==> config.mk <==
export PLATFORM = sky130hd
export DESIGN_NAME = lcb_limit_check
export DESIGN_NICKNAME = d
export VERILOG_FILES = /design/src/lcb_pkg.sv /design/src/lcb_limit_check.sv
export SDC_FILE = /design/constraint.sdc
export NUM_CORES = 1
export LEC_CHECK = 0
export ABC_CLOCK_PERIOD_IN_PS = 3050
export BUFFER_PORTS_ARGS = -buffer_cell sky130_fd_sc_hd__buf_2
export CAP_MARGIN = 20
export CORE_UTILIZATION = 49
export CTS_CLUSTER_DIAMETER = 40
export DETAILED_ROUTE_END_ITERATION = 10
export PLACE_DENSITY = 0.67
export SETUP_SLACK_MARGIN = 0.5
export SYNTH_ARGS = -nofsm -noshare
export SYNTH_HDL_FRONTEND = slang
export SYNTH_SLANG_ARGS = --single-unit
export TNS_END_PERCENT = 20
==> constraint.sdc <==
create_clock -name clk_i -period 3.05 [get_ports clk_i]
set_input_delay 0.1525 -clock clk_i [delete_from_list [all_inputs] [get_ports clk_i]]
set_output_delay 0.1525 -clock clk_i [all_outputs]
set_load 0.1 [all_outputs]
==> src/lcb_pkg.sv <==
// How it works
// - Two independent limit sets, each enableable
// - Set valid only when upper exceeds lower
// - Compare post-math reading in base units
// - Test order L1,H1,L2,H2; first fail wins
// - All enabled tests pass: apply pass pattern
// - Only control-enabled sets drive output lines
// - Each bound owns its own fail pattern
// - Enabling control loads pass pattern at once
// - Strobe enabled reserves line four for strobe
// - Strobe true over 10 us after tests
// - Enabling strobe forces false; disabling keeps level
// - No entry check; flag set-one lower >= upper
// - Four logical line states, settable and readable
// - Per-line polarity maps logic to pin level
// - Four outputs, one input ignored by limits
// - Active-low: on drives low, off releases high
package lcb_pkg;
   localparam int        LCB_CLK_HZ      = 125000000;
   localparam int        LCB_STROBE_NS   = 10000;
   // Longer than 10 us: one cycle beyond the whole count
   localparam int        LCB_STROBE_CYC  = (LCB_STROBE_NS * (LCB_CLK_HZ / 1000000)) / 1000 + 1;
   localparam int        LCB_CNT_W       = 11;
   localparam int        LCB_LINES       = 4;
   localparam int        LCB_STB_LINE    = 3;

   // Register offsets (byte addresses)
   localparam logic [7:0] LCB_A_CTRL     = 8'h00;
   localparam logic [7:0] LCB_A_S1_LO    = 8'h04;
   localparam logic [7:0] LCB_A_S1_HI    = 8'h08;
   localparam logic [7:0] LCB_A_S2_LO    = 8'h0C;
   localparam logic [7:0] LCB_A_S2_HI    = 8'h10;
   localparam logic [7:0] LCB_A_PATS     = 8'h14;
   localparam logic [7:0] LCB_A_LINES    = 8'h18;
   localparam logic [7:0] LCB_A_READING  = 8'h1C;
   localparam logic [7:0] LCB_A_STATUS   = 8'h20;
   localparam logic [7:0] LCB_A_IRQ_STAT = 8'h24;
   localparam logic [7:0] LCB_A_IRQ_MASK = 8'h28;

   // Control field positions
   localparam int        LCB_C_EN1       = 0;
   localparam int        LCB_C_EN2       = 1;
   localparam int        LCB_C_CTL1      = 2;
   localparam int        LCB_C_CTL2      = 3;
   localparam int        LCB_C_STB       = 4;

   // Pattern register nibbles: lo1, hi1, lo2, hi2, pass
   localparam int        LCB_P_LO1       = 0;
   localparam int        LCB_P_HI1       = 4;
   localparam int        LCB_P_LO2       = 8;
   localparam int        LCB_P_HI2       = 12;
   localparam int        LCB_P_PASS      = 16;

   // Interrupt bits
   localparam int        LCB_I_DONE      = 0;
   localparam int        LCB_I_FAIL      = 1;
   localparam int        LCB_I_BAD1      = 2;

   localparam logic [31:0] LCB_RST_WORD  = 32'h0000_0000;
   localparam logic [3:0]  LCB_RST_LINES = 4'h0;

   typedef struct packed {
      logic        stb_en;
      logic        ctl2;
      logic        ctl1;
      logic        en2;
      logic        en1;
   } lcb_ctrl_t;

   typedef struct packed {
      logic [3:0]  pass;
      logic [3:0]  hi2;
      logic [3:0]  lo2;
      logic [3:0]  hi1;
      logic [3:0]  lo1;
   } lcb_pats_t;
endpackage

==> src/lcb_limit_check.sv <==
`timescale 1ns/100ps
module lcb_limit_check (
   // Clock and reset
   input  wire logic        clk_i,
   input  wire logic        rst_i,
   // Wishbone slave
   input  wire logic        cyc_i,
   input  wire logic        stb_i,
   input  wire logic        we_i,
   input  wire logic [7:0]  adr_i,
   input  wire logic [3:0]  sel_i,
   input  wire logic [31:0] dat_i,
   output logic      [31:0] dat_o,
   output logic             ack_o,
   // Reading source, signed base-unit value after math
   input  wire logic [31:0] reading_i,
   input  wire logic        reading_valid_i,
   // Digital port
   input  wire logic        cal_in_i,
   output logic      [3:0]  line_o,
   output logic      [3:0]  line_oe_o,
   // Interrupt
   output logic             irq_o
);
   lcb_pkg::lcb_ctrl_t     ctrl_q;
   lcb_pkg::lcb_pats_t     pats_q;
   logic signed [31:0]     s1_lo_q, s1_hi_q, s2_lo_q, s2_hi_q, reading_q;
   logic [3:0]             state_q, state_d, pol_q;
   logic                   strobe_q, strobe_d;
   logic [lcb_pkg::LCB_CNT_W-1:0] stb_cnt_q;
   logic [2:0]             irq_stat_q, irq_mask_q, irq_set;
   logic                   wr, rd, ctl_on_rise, stb_en_rise;
   logic                   v1, v2, f_lo1, f_hi1, f_lo2, f_hi2, any_fail;
   logic [3:0]             fail_pat;
   logic                   eval_q;
   logic                   unused_cal;

   // Merge a write word into a register under byte enables
   function automatic logic [31:0] wmask(input logic [31:0] old, input logic [31:0] nw, input logic [3:0] sel);
      logic [31:0] r;
      r = old;
      for (int i = 0; i < 4; i++) begin
         if (sel[i]) begin
            r[i*8 +: 8] = nw[i*8 +: 8];
         end
      end
      return r;
   endfunction

   assign unused_cal = cal_in_i;
   assign wr = cyc_i && stb_i && we_i && !ack_o;
   assign rd = cyc_i && stb_i && !we_i && !ack_o;

   // Ack one cycle after the request, dropped the cycle after
   always_ff @(posedge clk_i) begin
      if (rst_i) begin
         ack_o <= 1'b0;
      end else begin
         ack_o <= cyc_i && stb_i && !ack_o;
      end
   end

   logic [31:0] ctrl_w;
   assign ctrl_w = wmask({27'h0, ctrl_q}, dat_i, sel_i);
   assign ctl_on_rise = wr && adr_i == lcb_pkg::LCB_A_CTRL &&
                        ((ctrl_w[lcb_pkg::LCB_C_CTL1] && !ctrl_q.ctl1) ||
                         (ctrl_w[lcb_pkg::LCB_C_CTL2] && !ctrl_q.ctl2));
   assign stb_en_rise = wr && adr_i == lcb_pkg::LCB_A_CTRL && ctrl_w[lcb_pkg::LCB_C_STB] && !ctrl_q.stb_en;

   // Configuration registers; bounds taken as entered
   always_ff @(posedge clk_i) begin
      if (rst_i) begin
         ctrl_q  <= '0;
         pats_q  <= '0;
         s1_lo_q <= lcb_pkg::LCB_RST_WORD;
         s1_hi_q <= lcb_pkg::LCB_RST_WORD;
         s2_lo_q <= lcb_pkg::LCB_RST_WORD;
         s2_hi_q <= lcb_pkg::LCB_RST_WORD;
         pol_q   <= lcb_pkg::LCB_RST_LINES;
         irq_mask_q <= 3'h0;
      end else if (wr) begin
         if (adr_i == lcb_pkg::LCB_A_CTRL) begin
            ctrl_q <= ctrl_w[4:0];
         end else if (adr_i == lcb_pkg::LCB_A_S1_LO) begin
            s1_lo_q <= wmask(s1_lo_q, dat_i, sel_i);
         end else if (adr_i == lcb_pkg::LCB_A_S1_HI) begin
            s1_hi_q <= wmask(s1_hi_q, dat_i, sel_i);
         end else if (adr_i == lcb_pkg::LCB_A_S2_LO) begin
            s2_lo_q <= wmask(s2_lo_q, dat_i, sel_i);
         end else if (adr_i == lcb_pkg::LCB_A_S2_HI) begin
            s2_hi_q <= wmask(s2_hi_q, dat_i, sel_i);
         end else if (adr_i == lcb_pkg::LCB_A_PATS) begin
            pats_q <= 20'(wmask({12'h0, pats_q}, dat_i, sel_i));
         end else if (adr_i == lcb_pkg::LCB_A_LINES && sel_i[1]) begin
            pol_q <= dat_i[11:8];
         end else if (adr_i == lcb_pkg::LCB_A_IRQ_MASK && sel_i[0]) begin
            irq_mask_q <= dat_i[2:0];
         end
      end
   end

   // Capture reading; tests run the following cycle
   always_ff @(posedge clk_i) begin
      if (rst_i) begin
         reading_q <= lcb_pkg::LCB_RST_WORD;
         eval_q    <= 1'b0;
      end else begin
         if (reading_valid_i) begin
            reading_q <= reading_i;
         end
         eval_q <= reading_valid_i;
      end
   end

   // Valid set and per-bound fail terms
   always_comb begin
      v1    = ctrl_q.en1 && ctrl_q.ctl1 && (s1_hi_q > s1_lo_q);
      v2    = ctrl_q.en2 && ctrl_q.ctl2 && (s2_hi_q > s2_lo_q);
      f_lo1 = v1 && (reading_q < s1_lo_q);
      f_hi1 = v1 && (reading_q > s1_hi_q);
      f_lo2 = v2 && (reading_q < s2_lo_q);
      f_hi2 = v2 && (reading_q > s2_hi_q);
      any_fail = f_lo1 || f_hi1 || f_lo2 || f_hi2;
      if (f_lo1) begin
         fail_pat = pats_q.lo1;
      end else if (f_hi1) begin
         fail_pat = pats_q.hi1;
      end else if (f_lo2) begin
         fail_pat = pats_q.lo2;
      end else if (f_hi2) begin
         fail_pat = pats_q.hi2;
      end else begin
         fail_pat = pats_q.pass;
      end
   end

   // Logical line states
   always_comb begin
      state_d = state_q;
      if (wr && adr_i == lcb_pkg::LCB_A_LINES && sel_i[0]) begin
         state_d = dat_i[3:0];
      end
      if (ctl_on_rise) begin
         state_d = pats_q.pass;
      end else if (eval_q && (v1 || v2)) begin
         state_d = fail_pat;
      end
      if (ctrl_q.stb_en) begin
         state_d[lcb_pkg::LCB_STB_LINE] = state_q[lcb_pkg::LCB_STB_LINE];
      end
   end

   always_ff @(posedge clk_i) begin
      if (rst_i) begin
         state_q <= lcb_pkg::LCB_RST_LINES;
      end else begin
         state_q <= state_d;
      end
   end

   // Binning strobe
   always_comb begin
      strobe_d = strobe_q;
      if (stb_en_rise) begin
         strobe_d = 1'b0;
      end else if (ctrl_q.stb_en && eval_q) begin
         strobe_d = 1'b1;
      end else if (ctrl_q.stb_en && stb_cnt_q == lcb_pkg::LCB_CNT_W'(1)) begin
         strobe_d = 1'b0;
      end
   end

   always_ff @(posedge clk_i) begin
      if (rst_i) begin
         strobe_q  <= 1'b0;
         stb_cnt_q <= '0;
      end else begin
         strobe_q <= strobe_d;
         if (stb_en_rise || !ctrl_q.stb_en) begin
            stb_cnt_q <= '0;
         end else if (eval_q) begin
            stb_cnt_q <= lcb_pkg::LCB_CNT_W'(lcb_pkg::LCB_STROBE_CYC);
         end else if (stb_cnt_q != '0) begin
            stb_cnt_q <= stb_cnt_q - lcb_pkg::LCB_CNT_W'(1);
         end
      end
   end

   // Pins: open-collector, driven only when the pin level is low
   logic [3:0] logic_lv, pin_lv;
   always_comb begin
      logic_lv = state_q;
      if (ctrl_q.stb_en) begin
         logic_lv[lcb_pkg::LCB_STB_LINE] = strobe_q;
      end
      pin_lv = logic_lv ^ pol_q;
   end

   always_ff @(posedge clk_i) begin
      if (rst_i) begin
         line_o    <= 4'hF;
         line_oe_o <= 4'h0;
      end else begin
         line_o    <= pin_lv;
         line_oe_o <= ~pin_lv;
      end
   end

   // Interrupt status: set wins over read-clear
   assign irq_set = {(s1_lo_q >= s1_hi_q), eval_q && any_fail, eval_q};
   always_ff @(posedge clk_i) begin
      if (rst_i) begin
         irq_stat_q <= 3'h0;
         irq_o      <= 1'b0;
      end else begin
         if (rd && adr_i == lcb_pkg::LCB_A_IRQ_STAT) begin
            irq_stat_q <= irq_set;
         end else begin
            irq_stat_q <= irq_stat_q | irq_set;
         end
         irq_o <= |(irq_stat_q & irq_mask_q);
      end
   end

   // Read data
   always_ff @(posedge clk_i) begin
      if (rst_i) begin
         dat_o <= 32'h0000_0000;
      end else if (rd) begin
         if (adr_i == lcb_pkg::LCB_A_CTRL) begin
            dat_o <= {27'h0, ctrl_q};
         end else if (adr_i == lcb_pkg::LCB_A_S1_LO) begin
            dat_o <= s1_lo_q;
         end else if (adr_i == lcb_pkg::LCB_A_S1_HI) begin
            dat_o <= s1_hi_q;
         end else if (adr_i == lcb_pkg::LCB_A_S2_LO) begin
            dat_o <= s2_lo_q;
         end else if (adr_i == lcb_pkg::LCB_A_S2_HI) begin
            dat_o <= s2_hi_q;
         end else if (adr_i == lcb_pkg::LCB_A_PATS) begin
            dat_o <= {12'h0, pats_q};
         end else if (adr_i == lcb_pkg::LCB_A_LINES) begin
            dat_o <= {16'h0, logic_lv, pol_q, 4'h0, state_q};
         end else if (adr_i == lcb_pkg::LCB_A_READING) begin
            dat_o <= reading_q;
         end else if (adr_i == lcb_pkg::LCB_A_STATUS) begin
            dat_o <= {24'h0, strobe_q, (s1_lo_q >= s1_hi_q), v2, v1, f_hi2, f_lo2, f_hi1, f_lo1};
         end else if (adr_i == lcb_pkg::LCB_A_IRQ_STAT) begin
            dat_o <= {29'h0, irq_stat_q};
         end else if (adr_i == lcb_pkg::LCB_A_IRQ_MASK) begin
            dat_o <= {29'h0, irq_mask_q};
         end else begin
            dat_o <= 32'h0000_0000;
         end
      end
   end
endmodule

==> flow_results.xml <==
<?xml version="1.0" encoding="UTF-8"?>
<metrics>
  <group name="synthesis">
    <metric name="post_synth_num_cell_types" unit="">64</metric>
    <metric name="ys.warnings.count" unit="">0</metric>
    <metric name="syn_inst_count" unit="">1958</metric>
    <metric name="synth-main-ff-cell" unit="">sky130_fd_sc_hd__dfxtp_1</metric>
    <metric name="sequential_fraction_of_the_synthesis_area" unit="%">33.2</metric>
    <metric name="syn_area" unit="um2">15300</metric>
    <metric name="syn-num-nets" unit="">2233</metric>
    <metric name="ys_seq_elements" unit="">254</metric>
    <metric name="avgSynthCellArea" unit="um2">7.83</metric>
    <metric name="edff_count_synth" unit="">0</metric>
    <metric name="async_reset_ff_share" unit="%">0</metric>
  </group>
  <group name="finish">
    <metric name="layout.area.seq" unit="um2">5120</metric>
    <metric name="finalCoreUtilization" unit="%">70.4</metric>
    <metric name="area_delta_synth_final" unit="%">40.9</metric>
    <metric name="layoutNonFillerInstCount" unit="">2852</metric>
    <metric name="cell_area_after_layout" unit="um2">21600</metric>
    <metric name="final.fill_count" unit="">2510</metric>
    <metric name="antennaDiodeCount" unit="">0</metric>
    <metric name="final_net_count" unit="">2694</metric>
    <metric name="area_of_the_multi_input_gates" unit="um2">9910</metric>
    <metric name="layout-drive-gt1-share" unit="%">26.6</metric>
  </group>
  <group name="floorplan">
    <metric name="io_pins" unit="">125</metric>
    <metric name="die_h" unit="um">179</metric>
    <metric name="die_w" unit="um">179</metric>
    <metric name="design.die.area" unit="um2">32000</metric>
    <metric name="start_util" unit="%">50.0</metric>
    <metric name="fp.coreArea" unit="um2">30700</metric>
    <metric name="placementRows" unit="">64</metric>
  </group>
  <group name="worst_setup_path">
    <metric name="critical_path.startpoint" unit="">s1_lo_q[31]$_SDFFE_PP0P_</metric>
    <metric name="arrival" unit="ns">3.64</metric>
    <metric name="crit_path_start_kind" unit="">flip-flop</metric>
    <metric name="critPathKind" unit="">flip-flop to flip-flop</metric>
    <metric name="endpoint_kind" unit="">flip-flop</metric>
    <metric name="path_max_fanout" unit="">4</metric>
    <metric name="reg2reg_from" unit="">s1_lo_q[31]$_SDFFE_PP0P_</metric>
    <metric name="cp.required" unit="ns">3.47</metric>
  </group>
  <group name="worst_hold_path">
    <metric name="classification_of_the_worst_slack_hold_path" unit="">primary input to flip-flop</metric>
    <metric name="min_from" unit="">dat_i[2]</metric>
  </group>
  <group name="sta">
    <metric name="grt_setup_unrepaired" unit="">yes</metric>
    <metric name="final.period_utilization" unit="%">106</metric>
    <metric name="setup-violations-final" unit="">9</metric>
    <metric name="setup_total_negative_slack" unit="ns">-0.937</metric>
    <metric name="slew-limit-headroom" unit="%">48.4</metric>
    <metric name="maxClockFrequency" unit="GHz">0.310</metric>
    <metric name="timing.clock.skew" unit="ns">0.0187</metric>
    <metric name="hold_viol_final" unit="">0</metric>
    <metric name="final_critical_path_setup_slack" unit="ns">-0.171</metric>
    <metric name="period_minus_slack" unit="ns">3.22</metric>
    <metric name="slew_at_the_pin_closest_to_its_max_slew_limit" unit="ns">0.774</metric>
    <metric name="slew_violations" unit="">0</metric>
  </group>
  <group name="clock_tree">
    <metric name="clock_tree.buffer_depth" unit="">3</metric>
    <metric name="cts_tree" unit="">built</metric>
    <metric name="htree_num_levels" unit="">2</metric>
    <metric name="cts.root.buffer_cell" unit="">sky130_fd_sc_hd__clkbuf_16</metric>
    <metric name="tritoncts.num_buffers" unit="">48</metric>
    <metric name="worstSkewPairLatency" unit="ns">0.54</metric>
    <metric name="cts_num_sinks" unit="">254</metric>
    <metric name="clk_transition_reported_paths" unit="ns">0.05</metric>
  </group>
  <group name="global_route">
    <metric name="grt_max_degree" unit="">94</metric>
    <metric name="grt.total_usage" unit="%">37.0</metric>
    <metric name="grt_pass1_wl" unit="um">90600</metric>
    <metric name="antenna_violations_before_repair" unit="">0</metric>
    <metric name="first_global_vias" unit="">16700</metric>
    <metric name="grt_remaining_overflow" unit="">0</metric>
  </group>
  <group name="placed_design">
    <metric name="gp_congestion" unit="">1.07</metric>
    <metric name="port_buffers" unit="">123</metric>
    <metric name="dp_cells" unit="">2692</metric>
    <metric name="detailedPlacementHpwl" unit="um">43200</metric>
    <metric name="instance_area_after_placement" unit="um2">18700</metric>
  </group>
  <group name="route">
    <metric name="route.detailed.vias_per_inst" unit="">5.98</metric>
    <metric name="drc" unit="">0</metric>
    <metric name="wirelength" unit="um">59300</metric>
    <metric name="detailedRoute.firstPassIterationCount" unit="">6</metric>
    <metric name="detail-route-antenna-nets" unit="">0</metric>
    <metric name="route.detailed.wl_per_inst" unit="um">20.8</metric>
    <metric name="overall_via_count_from_detail_route" unit="">17100</metric>
    <metric name="drt_iter0_drc" unit="">1677</metric>
  </group>
  <group name="pwr">
    <metric name="power_density" unit="nW/um2">479</metric>
    <metric name="cellLeakagePower" unit="nW">8.92</metric>
    <metric name="ir_drop" unit="uV">494</metric>
    <metric name="report.power.total" unit="mW">10.3</metric>
  </group>
  <group name="status">
    <metric name="failing_checks" unit="">negative setup slack</metric>
    <metric name="status" unit="">finished, violations left</metric>
  </group>
  <group name="flow_run">
    <metric name="cap_violations" unit="">0</metric>
  </group>
</metrics>
cell type report:
class | instances | share of cell area, %
Clock buffer | 56 | 5.94
Clock inverter | 31 | 2.16
Inverter | 140 | 2.46
Multi-Input combinational cell | 1462 | 45.9
Sequential cell | 254 | 23.7
Tap cell | 396 | 2.29
Timing Repair Buffer | 513 | 17.5
layout by cell type, fill, tap and decap left out, types with 35 or more instances in the layout:
cell type,netlist,layout
sky130_fd_sc_hd__a21oi_1,269,262
sky130_fd_sc_hd__buf_2,1,122
sky130_fd_sc_hd__buf_4,0,318
sky130_fd_sc_hd__clkbuf_16,0,49
sky130_fd_sc_hd__dfxtp_1,254,228
sky130_fd_sc_hd__dlygate4sd3_1,0,64
sky130_fd_sc_hd__ha_1,192,176
sky130_fd_sc_hd__inv_1,139,132
sky130_fd_sc_hd__mux2i_1,40,37
sky130_fd_sc_hd__nand2_1,264,263
sky130_fd_sc_hd__nand3_1,187,182
sky130_fd_sc_hd__nand4_1,35,35
sky130_fd_sc_hd__nor2_1,113,105
sky130_fd_sc_hd__o21ai_0,42,35
state kept, by name, summed over array words and instances (netlist names):
| register | flops |
|---|---|
| s2_lo_q | 32 |
| dat_o | 32 |
| s1_lo_q | 32 |
| line_o | 4 |
| irq_o | 1 |
| state_q | 4 |
| strobe_q | 1 |
| eval_q | 1 |
| irq_stat_q | 3 |
| irq_mask_q | 3 |
| pol_q | 4 |
| ack_o | 1 |
| line_oe_o | 4 |
| reading_q | 32 |
| stb_cnt_q | 11 |
| ctrl_q | 5 |
| s1_hi_q | 32 |
| pats_q | 20 |
| s2_hi_q | 32 |
synth_stat cells, types with 11 or more instances:
cell / n / share of area, %
sky130_fd_sc_hd__a21oi_1: 269 / 8.8
sky130_fd_sc_hd__nand2_1: 264 / 6.5
sky130_fd_sc_hd__dfxtp_1: 254 / 33
sky130_fd_sc_hd__ha_1: 192 / 16
sky130_fd_sc_hd__nand3_1: 187 / 6.1
sky130_fd_sc_hd__inv_1: 139 / 3.4
sky130_fd_sc_hd__nor2_1: 113 / 2.8
sky130_fd_sc_hd__clkbuf_1: 85 / 2.1
sky130_fd_sc_hd__o21ai_0: 42 / 1.4
sky130_fd_sc_hd__mux2i_1: 40 / 2.6
sky130_fd_sc_hd__nand4_1: 35 / 1.4
sky130_fd_sc_hd__a211oi_1: 30 / 1.5
sky130_fd_sc_hd__nor3_1: 30 / 0.98
sky130_fd_sc_hd__a22oi_1: 26 / 1.3
sky130_fd_sc_hd__a221oi_1: 25 / 1.4
sky130_fd_sc_hd__o22ai_1: 23 / 0.94
sky130_fd_sc_hd__a21o_1: 20 / 0.98
sky130_fd_sc_hd__o221ai_1: 18 / 1.0
sky130_fd_sc_hd__buf_1: 17 / 0.42
sky130_fd_sc_hd__a31oi_1: 15 / 0.61
sky130_fd_sc_hd__nand2b_1: 15 / 0.61
sky130_fd_sc_hd__nor2b_1: 12 / 0.49
sky130_fd_sc_hd__a222oi_1: 11 / 0.72
logic make-up after synthesis:
kind of cell | count (synthesis) | synth area share [%]
AO/OA/AOI/OAI | 520 | 20.9
buffers and inverters | 243 | 5.96
adder cells (fa/ha/maj) | 192 | 15.7
AND/OR/NAND/NOR | 694 | 20.7
multiplexers | 44 | 2.93
flip-flops | 254 | 33.2
XOR/XNOR | 11 | 0.629
metrics by stage:
stage / setup slack, ns / hold WS [ns]
4_1_cts: -0.152 / 0.00702
3_5_place_dp: -0.483 / 0.392
3_3_place_gp: -0.547 / 0.387
5_1_grt: -0.284 / 0.0191
6_report: -0.171 / 0.0247
2_1_floorplan: 0.0825 / 0.288
layer usage:
metal  track usage (%)  up-vias  routed length [um]
met4              21.7        0                3550
met3              5.92      203                4530
met1              45.6     8043               24100
li1                  -     8016                   -
met2              60.6      791               27100
met5                 0        -                   0
final timing paths:
check | endpoint | cells after the start | slack [ns]
min reg2reg | s2_lo_q[19]$_SDFFE_PP0P_ | 2 | 0.46
min | pats_q[2]$_SDFFE_PP0P_ | 3 | 0.02
max | state_q[3]$_SDFFE_PP0P_ | 17 | -0.17
max reg2reg | state_q[3]$_SDFFE_PP0P_ | 17 | -0.17
worst max-delay path: stages, from the launching register on:
cell	delay [ns]
sky130_fd_sc_hd__dfxtp_2	0.34
sky130_fd_sc_hd__buf_6	0.10
sky130_fd_sc_hd__inv_2	0.04
sky130_fd_sc_hd__ha_4	0.26
sky130_fd_sc_hd__nand4_1	0.22
sky130_fd_sc_hd__nor4_2	0.35
sky130_fd_sc_hd__buf_4	0.20
sky130_fd_sc_hd__nor3b_4	0.23
sky130_fd_sc_hd__buf_4	0.16
sky130_fd_sc_hd__o41ai_4	0.08
sky130_fd_sc_hd__nand3_2	0.13
sky130_fd_sc_hd__mux2i_4	0.32
sky130_fd_sc_hd__buf_4	0.17
sky130_fd_sc_hd__buf_4	0.10
sky130_fd_sc_hd__nor2_1	0.04
sky130_fd_sc_hd__a22o_1	0.21
sky130_fd_sc_hd__nand3_2	0.08
sky130_fd_sc_hd__a31oi_1	0.07
power by group:
part	internal (mW)	leakage, nW	switching, mW	total [mW]
Sequential	3.37	2.07	0.0506	3.42
Combinational	0.468	6.02	0.693	1.16
Clock	3.87	0.823	1.90	5.77
what timing repair did:
action                     4_1_cts  5_1_grt
gates cloned                     1        0
resized for setup               54       50
setup endpoints to repair       12       14
hold endpoints to repair       169        0
pin swaps                       36       31
hold buffers                    64        0
setup buffers                    2        6
Power figures use the tool's default switching activity.
